## src/cis_pkg.sv

```systemverilog
// Package with constants and types of the core interrupt sequencer.
package cis_pkg;
  // Phase numbers inside one instruction cycle of four clocks.
  localparam logic [1:0] CIS_PHASE_ONE = 2'h0;
  localparam logic [1:0] CIS_PHASE_FOUR = 2'h3;
  // Fixed address that fetching continues from after entry.
  localparam logic [14:0] CIS_VECTOR_ADDR = 15'h0004;
  // Values after reset of the control bits.
  localparam logic CIS_GLOBAL_EN_RESET = 1'h0;
  localparam logic CIS_PERIPH_EN_RESET = 1'h0;
  localparam logic CIS_EDGE_RESET = 1'h1;
  // Forced no-operation cycles during entry.
  localparam int CIS_NOP_CYCLES = 2;

  // Context copied into shadow storage on entry.
  typedef struct packed {
    logic [7:0] w;
    logic [7:0] status;
    logic [5:0] bsr;
    logic [15:0] fsr0;
    logic [15:0] fsr1;
    logic [6:0] pclath;
  } cis_ctx_t;

  // Software write to the control bits.
  typedef struct packed {
    logic global_irq_enable;
    logic peripheral_irq_enable;
    logic ext_edge_select;
  } cis_ctrl_t;

  // Commands from the sequencer to the fetch and execute logic.
  typedef struct packed {
    logic flush;
    logic force_nop;
    logic push;
    logic shadow_save;
    logic pc_load;
    logic pop;
    logic restore;
  } cis_cmd_t;

  // Entry sequencer states.
  typedef enum logic [1:0] {
    CIS_ST_RUN,
    CIS_ST_NOP1,
    CIS_ST_NOP2
  } cis_state_t;
endpackage

```

## src/cis_core_irq_seq.sv

```systemverilog
// Core interrupt sequencer: flags, enable gating, entry and return sequence.
//
// Contract
// Any reset leaves all interrupt servicing disabled.
// Redirect needs global and individual enable set.
// Peripheral sources also need peripheral enable set.
// Flags set on events regardless of enables.
// Accepted interrupt discards the prefetched instruction.
// Entry clears global enable, pushes PC.
// Entry copies core context into shadow storage.
// Entry then loads PC with vector 0004h.
// Events in handler flag but never redirect.
// Return pops PC, restores context, sets enable.
// Pending enabled event served once enable returns.
// Handler clears serviced flags before returning.
// Handler polls flags to find the source.
// Requests sampled once per cycle, phase one.
// Entry delay depends on executing instruction.
// Pin flag may set phase four to one.
// Edge select picks rising or falling pin edge.
// Entry executes two forced no-operation cycles.
// Request is OR of gated flag-enable pairs.
`timescale 1ns/1ps
module cis_core_irq_seq import cis_pkg::*; #(
  parameter int NUM_CORE = 4,
  parameter int NUM_PERIPH = 8
) (
  input wire logic sys_clk_in,
  input wire logic resetn_in,
  input wire logic ext_pin_in,
  input wire logic [NUM_CORE-1:0] core_event_in,
  input wire logic [NUM_PERIPH-1:0] periph_event_in,
  input wire logic ctrl_wr_in,
  input wire cis_ctrl_t ctrl_wdata_in,
  input wire logic core_en_wr_in,
  input wire logic [NUM_CORE-1:0] core_en_wdata_in,
  input wire logic periph_en_wr_in,
  input wire logic [NUM_PERIPH-1:0] periph_en_wdata_in,
  input wire logic [NUM_CORE-1:0] core_flag_clr_in,
  input wire logic [NUM_PERIPH-1:0] periph_flag_clr_in,
  input wire logic instr_boundary_in,
  input wire logic return_from_irq_instr_in,
  input wire logic [14:0] pc_in,
  input wire cis_ctx_t ctx_in,
  output logic [1:0] phase_out,
  output cis_ctrl_t ctrl_out,
  output logic [NUM_CORE-1:0] core_en_out,
  output logic [NUM_PERIPH-1:0] periph_en_out,
  output logic [NUM_CORE-1:0] core_flag_out,
  output logic [NUM_PERIPH-1:0] periph_flag_out,
  output logic irq_request_out,
  output cis_cmd_t cmd_out,
  output logic [14:0] push_pc_out,
  output logic [14:0] load_pc_out,
  output cis_ctx_t shadow_out
);
  logic [1:0] phase_reg;
  logic global_irq_enable_reg;
  logic peripheral_irq_enable_reg;
  logic edge_reg;
  logic [NUM_CORE-1:0] core_en_reg;
  logic [NUM_PERIPH-1:0] periph_en_reg;
  logic [NUM_CORE-1:0] core_flag_reg;
  logic [NUM_PERIPH-1:0] periph_flag_reg;
  logic [NUM_CORE-1:0] core_flag_next;
  logic [NUM_PERIPH-1:0] periph_flag_next;
  logic pin_s1_reg;
  logic pin_s2_reg;
  logic pin_s3_reg;
  logic pin_level_reg;
  logic request_reg;
  cis_state_t state_reg;
  cis_state_t state_next;
  cis_cmd_t cmd_reg;
  cis_cmd_t cmd_next;
  logic [14:0] push_pc_reg;
  logic [14:0] load_pc_reg;
  cis_ctx_t shadow_reg;

  // Pin edge qualification and gated request terms.
  wire pin_agree = (pin_s2_reg == pin_s3_reg);
  wire pin_changed = pin_agree && (pin_s3_reg != pin_level_reg);
  // Edge select choice.
  wire pin_edge = pin_changed && (pin_s3_reg == edge_reg);
  wire [NUM_CORE-1:0] core_set = {core_event_in[NUM_CORE-1:1], core_event_in[0] | pin_edge};
  // Individual gating; global gating is added in the request term.
  wire core_any = |(core_flag_reg & core_en_reg);
  // Peripheral gating added.
  wire periph_any = peripheral_irq_enable_reg && (|(periph_flag_reg & periph_en_reg));
  // Combined request term.
  wire request_now = global_irq_enable_reg && (core_any || periph_any);
  wire at_phase_one = (phase_reg == CIS_PHASE_ONE);
  // Sampling only in phase one.
  // Accept waits for the instruction boundary.
  wire accept = at_phase_one && instr_boundary_in && request_now && (state_reg == CIS_ST_RUN);
  wire do_return = return_from_irq_instr_in && (state_reg == CIS_ST_RUN);

  // Flag update per source; a set in the clear cycle wins.
  // Flags ignore enables.
  genvar gi;
  generate
    for (gi = 0; gi < NUM_CORE; gi++) begin : g_core_flag
      assign core_flag_next[gi] = (core_flag_reg[gi] & ~core_flag_clr_in[gi]) | core_set[gi];
    end
    for (gi = 0; gi < NUM_PERIPH; gi++) begin : g_periph_flag
      assign periph_flag_next[gi] =
        (periph_flag_reg[gi] & ~periph_flag_clr_in[gi]) | periph_event_in[gi];
    end
  endgenerate

  // Phase counter; one clock is one phase.
  always_ff @(posedge sys_clk_in or negedge resetn_in) begin
    if (!resetn_in) begin
      phase_reg <= CIS_PHASE_ONE;
    end else begin
      phase_reg <= phase_reg + 2'h1;
    end
  end

  // Three-stage pin synchroniser and settled level.
  // Pin flag sets in any phase.
  always_ff @(posedge sys_clk_in or negedge resetn_in) begin
    if (!resetn_in) begin
      pin_s1_reg <= 1'h0;
      pin_s2_reg <= 1'h0;
      pin_s3_reg <= 1'h0;
      pin_level_reg <= 1'h0;
    end else begin
      pin_s1_reg <= ext_pin_in;
      pin_s2_reg <= pin_s1_reg;
      pin_s3_reg <= pin_s2_reg;
      if (pin_agree) begin
        pin_level_reg <= pin_s3_reg;
      end
    end
  end

  // Enable and flag registers.
  // Reset disables everything.
  always_ff @(posedge sys_clk_in or negedge resetn_in) begin
    if (!resetn_in) begin
      peripheral_irq_enable_reg <= CIS_PERIPH_EN_RESET;
      edge_reg <= CIS_EDGE_RESET;
      core_en_reg <= '0;
      periph_en_reg <= '0;
      core_flag_reg <= '0;
      periph_flag_reg <= '0;
    end else begin
      if (ctrl_wr_in) begin
        peripheral_irq_enable_reg <= ctrl_wdata_in.peripheral_irq_enable;
        edge_reg <= ctrl_wdata_in.ext_edge_select;
      end
      if (core_en_wr_in) begin
        core_en_reg <= core_en_wdata_in;
      end
      if (periph_en_wr_in) begin
        periph_en_reg <= periph_en_wdata_in;
      end
      core_flag_reg <= core_flag_next;
      periph_flag_reg <= periph_flag_next;
    end
  end

  // Global enable: entry clear beats everything, return sets it.
  // Cleared enable blocks redirection.
  // Re-set enable lets pending flags in.
  always_ff @(posedge sys_clk_in or negedge resetn_in) begin
    if (!resetn_in) begin
      global_irq_enable_reg <= CIS_GLOBAL_EN_RESET;
    end else if (accept) begin
      // Entry clears global enable.
      global_irq_enable_reg <= 1'h0;
    end else if (do_return) begin
      // Return sets global enable.
      global_irq_enable_reg <= 1'h1;
    end else if (ctrl_wr_in) begin
      global_irq_enable_reg <= ctrl_wdata_in.global_irq_enable;
    end
  end

  // Entry sequencer next state and commands.
  always_comb begin
    state_next = state_reg;
    cmd_next = '0;
    unique case (state_reg)
      CIS_ST_RUN: begin
        if (accept) begin
          // Discard prefetched instruction.
          cmd_next.flush = 1'h1;
          // Push current PC.
          cmd_next.push = 1'h1;
          // Save context to shadow.
          cmd_next.shadow_save = 1'h1;
          state_next = CIS_ST_NOP1;
        end else if (do_return) begin
          // Pop PC and restore context.
          cmd_next.pop = 1'h1;
          cmd_next.restore = 1'h1;
        end
      end
      CIS_ST_NOP1: begin
        // First forced no-operation cycle.
        cmd_next.force_nop = 1'h1;
        if (phase_reg == CIS_PHASE_FOUR) begin
          // Vector load for fetch during second cycle.
          cmd_next.pc_load = 1'h1;
          state_next = CIS_ST_NOP2;
        end
      end
      CIS_ST_NOP2: begin
        // Second forced no-operation cycle.
        cmd_next.force_nop = 1'h1;
        if (phase_reg == CIS_PHASE_FOUR) begin
          state_next = CIS_ST_RUN;
        end
      end
    endcase
  end

  // Sequencer state, command and captured values.
  always_ff @(posedge sys_clk_in or negedge resetn_in) begin
    if (!resetn_in) begin
      state_reg <= CIS_ST_RUN;
      cmd_reg <= '0;
      request_reg <= 1'h0;
      push_pc_reg <= '0;
      shadow_reg <= '0;
      load_pc_reg <= CIS_VECTOR_ADDR;
    end else begin
      state_reg <= state_next;
      load_pc_reg <= CIS_VECTOR_ADDR;
      cmd_reg <= cmd_next;
      request_reg <= request_now;
      if (accept) begin
        push_pc_reg <= pc_in;
        shadow_reg <= ctx_in;
      end
    end
  end

  // Outputs straight from registers.
  assign phase_out = phase_reg;
  assign ctrl_out = '{global_irq_enable: global_irq_enable_reg,
                      peripheral_irq_enable: peripheral_irq_enable_reg,
                      ext_edge_select: edge_reg};
  assign core_en_out = core_en_reg;
  assign periph_en_out = periph_en_reg;
  // Flags visible for polling.
  assign core_flag_out = core_flag_reg;
  assign periph_flag_out = periph_flag_reg;
  assign irq_request_out = request_reg;
  assign cmd_out = cmd_reg;
  assign push_pc_out = push_pc_reg;
  assign load_pc_out = load_pc_reg;
  assign shadow_out = shadow_reg;
endmodule

```

## config.mk

```make
export PLATFORM = sky130hd
export DESIGN_NAME = cis_core_irq_seq
export DESIGN_NICKNAME = d
export VERILOG_FILES = /design/src/cis_pkg.sv /design/src/cis_core_irq_seq.sv
export SDC_FILE = /design/constraint.sdc
export NUM_CORES = 1
export LEC_CHECK = 0
export ABC_AREA = 1
export ABC_CLOCK_PERIOD_IN_PS = 1850
export BUFFER_PORTS_ARGS = -buffer_cell sky130_fd_sc_hd__buf_2
export CORE_MARGIN = 4
export CORE_UTILIZATION = 47
export CTS_BUF_LIST = sky130_fd_sc_hd__clkbuf_8
export DETAILED_ROUTE_END_ITERATION = 10
export PLACE_DENSITY = 0.92
export SLEW_MARGIN = 20
export SYNTH_ARGS = -nofsm -noshare
export SYNTH_HDL_FRONTEND = slang
export SYNTH_SLANG_ARGS = --single-unit
```

## constraint.sdc

```tcl
create_clock -name sys_clk_in -period 1.85 [get_ports sys_clk_in]
set_input_delay 0.2775 -clock sys_clk_in [delete_from_list [all_inputs] [get_ports sys_clk_in]]
set_output_delay 0.2775 -clock sys_clk_in [all_outputs]
set_load 0.01 [all_outputs]
```

# [Word level (Yosys, flattened, before mapping)]
# Cells that the tools add are included.
[totals] ff_bits=119 in_bits=123 elab_cells=110
[op_classes] add_sub_neg=1 eq_ne=9 muxes=17 n_bitwise=39 reduce_logical=16
[ops] op="$mux 2" count=8
[ops] op="$or 1x1->1" count=13
[ops] op="$and 1x1->1" count=12
[ops] op="$not 1->1" count=12
[ops] op="$and 8x8->8" count=1
[ops] op="$logic_and 1x1->1" count=8
[ops] op="$mux 1" count=8
[ops] op="$reduce_or 8->1" count=1
[ops] op="$ne 2x2->1 const B" count=3
[ops] op="$pmux 2 s3" count=1
[ops] op="$and 4x4->4" count=1
[ops] op="$eq 2x2->1 const B" count=2
[ops] op="$logic_not 2->1" count=2
[ops] op="$reduce_or 4->1" count=1
[ops] op="$reduce_and 3->1" count=1
[ops] op="$reduce_bool 3->1" count=1
[ops] op="$add 2x1->2 const B" count=1
[ops] op="$eq 1x1->1" count=2
[ops] op="$eq 2x1->1 const B" count=1
[ops] op="$reduce_or 2->1" count=1
[ops] op="$logic_or 1x1->1" count=1
[ops] op="$ne 1x1->1" count=1

# [Logic depth before layout (Yosys ltp)]
[depth] depth_word=9 mapped_depth=11 mapped_depth_nobuf=11

# [Worst setup path before layout]
# OpenSTA, ideal clock, no wires.
[synth_timing] path_type="register -> register" start="reg phase_reg[0], in the netlist phase_out[0]" end="reg shadow_reg, in the netlist shadow_out[53]" setup_ns=0.067 t_arrival_ns=1.498 required_ns=1.783 slack_ns=0.286 stages_incl_launch_ff=9 path_buffers=2 synth_period_minus_slack_ns=1.564 path_cell_list="dfrtp_1 inv_1 ha_1 nand2_1 clkinv_1 clkbuf_1 buf_1 nand4_1 nand2_1"
[synth_via] elab_chain_cells=4
[synth_rtl] element="start: declaration" line="cis_core_irq_seq.sv:57" rtl="logic [1:0] phase_reg;"
[synth_rtl] element="start signal: assignment" line="cis_core_irq_seq.sv:116" rtl="phase_reg <= phase_reg + 2'h1;"
[synth_rtl] element="$logic_not 2->1" line="cis_core_irq_seq.sv:92" rtl="wire at_phase_one = (phase_reg == CIS_PHASE_ONE);"
[synth_rtl] element="$logic_and 1x1->1 (3 in series)" line="cis_core_irq_seq.sv:95" rtl="wire accept = at_phase_one && instr_boundary_in && request_now && (state_reg == CIS_ST_RUN);"
[synth_rtl] element="end signal: assignment" line="cis_core_irq_seq.sv:236" rtl="shadow_reg <= ctx_in;"
[synth_rtl] element="end: declaration" line="cis_core_irq_seq.sv:78" rtl="cis_ctx_t shadow_reg;"
# No other way between the ends.
# A chain may end at the register's enable or synchronous reset.

# [Final worst setup path]
[layout_timing] start="reg periph_flag_reg[7], in the netlist periph_flag_out[7]" end="reg shadow_reg, in the netlist shadow_out[53]"
[layout_via] elab_chain_cells=7
[layout_rtl] element="start: declaration" line="cis_core_irq_seq.sv:64" rtl="logic [NUM_PERIPH-1:0] periph_flag_reg;"
[layout_rtl] element="start signal: assignment" line="cis_core_irq_seq.sv:160" rtl="periph_flag_reg <= periph_flag_next;"
[layout_rtl] element="$and 8x8->8" line="cis_core_irq_seq.sv:89" rtl="wire periph_any = peripheral_irq_enable_reg && (|(periph_flag_reg & periph_en_reg));"
[layout_rtl] element="$reduce_or 8->1" line="cis_core_irq_seq.sv:89"
[layout_rtl] element="$logic_and 1x1->1" line="cis_core_irq_seq.sv:89"
[layout_rtl] element="$logic_or 1x1->1" line="cis_core_irq_seq.sv:91" rtl="wire request_now = global_irq_enable_reg && (core_any || periph_any);"
[layout_rtl] element="$logic_and 1x1->1" line="cis_core_irq_seq.sv:91"
[layout_rtl] element="$logic_and 1x1->1 (2 in series)" line="cis_core_irq_seq.sv:95"
# No other way between the ends.

==> results.cfg <==
[cts]
numCtsBuffers = 17
cts-root-buf = clkbuf_8
clkSinkCount = 116
htreeDepth = 4
path_clk_slew_ns = 0.07
cts_buffer_depth = 2
tritoncts = done
clk_latency_ns = 0.40

[place]
io_buffers = 235
routabilityCongestion = 0.749
place_ws_ns = 0.239
dp_hpwl_um = 9590

[setup_path]
crit_required_ns = 2.18
arrival_ns = 1.95
worst_setup_path_end_kind = register
crit_type = register to register
start_kind = register
critPathMaxFanout = 41

[logic_synthesis]
synth_top_area_share_pct = 59.2
yosysWarnings = 0
synth.avg_cell_area_um2 = 9.60
synth_top_area_cell = dfrtp_1
synthTopCellsByArea = dfrtp_1 59%, nand2_1 14%, nand4_1 9.8%, buf_4 3.4%, mux2_2 2.5%
netlist-cell-type-count = 23
syn_inst = 507
synth_flop_cell = dfrtp_1
netlist_area_um2 = 4860
synth-seq-cells = 116
ys_seq_area_share_pct = 59.7
synth.most_common_cell = nand2_1
synth_edf_count = 0
ys_async_sr_fraction_pct = 100
yosys-top-cells-count = 185 x nand2_1, 115 x dfrtp_1, 76 x nand4_1

[sta]
fin_ws_ns = 0.225
fin_crit_sh_pct = 87.8
clock_skew_ns = 0.0143
hold_viol = 0
rsz0062_at_grt = false
fin_setup_tns_ns = 0
period_minus_slack_ns = 1.63
slew_violations = 0
finalSetupViolations = 0
fmax_ghz = 0.615

[power_and_ir_drop]
p_sw_share_pct = 37.7
p_comb_share_pct = 34.6
p_sw_uw = 3420
irDropWorstVdd_uv = 788
p_int_uw = 5660
pwr_density_cell_nw_per_um2 = 1400
p_seq_share_pct = 42.9
p_clk_share_pct = 22.5
p_leak_uw = 0.00373

[outcome]
status = completed

[die]
io_pins = 251
die_y_um = 110
initial_core_util_pct = 49.1
core_area_um2 = 9910
dieWidth_um = 110
row_count = 36
die-area_um2 = 12000

[grt]
grt_max_degree = 64
grt-ovfl-total = 0
grt_usage_pct = 21.5
grt_pass1_wl_um = 20300
antenna_found_initial = 0
grt_pass1_vias = 4240

[finish]
syn2layout_area_growth_pct = 32.9
nets = 859
n_antenna_cell = 0
post-route-util_pct = 65.3
drive_gt1_share_pct = 38.8
largest_reg_flops = 61

[run]
max_cap_viol_count = 0

[detailed_routing]
wirelength_um = 13100
drc = 0
postRouteAntennaNets = 0
avgRoutedWirePerCell_um = 15.0
via_per_inst = 4.95
drtIter0Drc = 340
first_pass_iters = 4
vias = 4345

[worst_hold_path]
hold_path_class = input port to register
-- metal layers --
metal / global-route usage [%] / vias to the layer above / routed length [um]
met5: 0 / - / 0
met4: 6.23 / 0 / 197
met3: 5.93 / 16 / 1180
met2: 36.2 / 191 / 6630
met1: 27.2 / 2050 / 5100
li1: - / 2088 / -
-- metrics by stage --
step | area, um^2 | instances | hold slack [ns] | total power, uW
2_1_floorplan | 4910 | 520 | -0.0181 | 5640
3_3_place_gp | 6100 | 843 | 0.199 | 6970
3_5_place_dp | 6100 | 843 | 0.205 | 7090
4_1_cts | 6470 | 877 | 0.0225 | 9160
5_1_grt | 6470 | 877 | 0.0194 | 9700
6_report | 6470 | 877 | 0.0506 | 9080
-- cells by family after synthesis --
kind of cell	count (synthesis)	share of synthesized area, %
AOI/OAI and AO/OA	22	3.24
adders and majority gates	5	1.29
buffers and inverters	81	8.13
DFF	116	59.7
muxes	11	2.55
other	2	0.154
and+or+nand+nor	270	24.9
-- path summary, 6_finish.rpt --
check / start / end / slack, ns / cells past startpoint
max: periph_flag_out[7] / shadow_out[53] / 0.22 / 9
min in group asynchronous: resetn_in / peripheral_irq_enable_reg / 0.33 / 2
max in group asynchronous: resetn_in / push_pc_out[7] / 0.82 / 3
max reg2reg: periph_flag_out[7] / shadow_out[53] / 0.22 / 9
min: periph_flag_clr_in[5] / periph_flag_out[5] / 0.05 / 2
min reg2reg: pin_s1_reg / pin_s2_reg / 0.36 / 0
-- critical path, stage by stage, from the launching register on --
cell and delay [ns]:
dfrtp_1 0.38, nand2_1 0.07, nand2_1 0.06, nor2_1 0.04, nand2_1 0.06, nand2_1 0.10, a21oi_4 0.17, buf_4 0.39
nand4_1 0.15, nand2_1 0.10
-- cells in the final DEF, fill, tap and decap left out, types with 4 or more instances in the layout --
| master | n |
|---|---|
| conb_1 | 15 |
| ha_1 | 4 |
| clkbuf_8 | 18 |
| buf_12 | 5 |
| buf_2 | 234 |
| dfrtp_1 | 115 |
| nor2_1 | 5 |
| nand4_1 | 76 |
| inv_1 | 29 |
| buf_4 | 6 |
| o21bai_1 | 12 |
| nand2_1 | 185 |
| clkinv_2 | 6 |
| mux2_2 | 11 |
-- final cells by class --
class	count	area [um^2]
tap	133	166
timing repair buffer	247	1340
inverter	26	97.6
sequential	116	2900
fill	823	3440
clock buffer	18	248
clock inverter	14	98.8
multi-input combinational	323	1620
-- power groups by stage --
stage / clock network (uW) / logic (uW) / registers, uW
2_1_floorplan: 0 / 1350 / 4290
3_3_place_gp: 0 / 3070 / 3890
3_5_place_dp: 0 / 3190 / 3910
4_1_cts: 2090 / 3170 / 3890
5_1_grt: 2220 / 3490 / 3990
6_report: 2040 / 3150 / 3890
-- repair_timing --
action,in CTS,in global routing
hold buffers,2,0
gates resized for setup,0,0
endpoints found under the hold margin,23,0
buffers inserted,0,0
(Power assumes the default switching activity.)
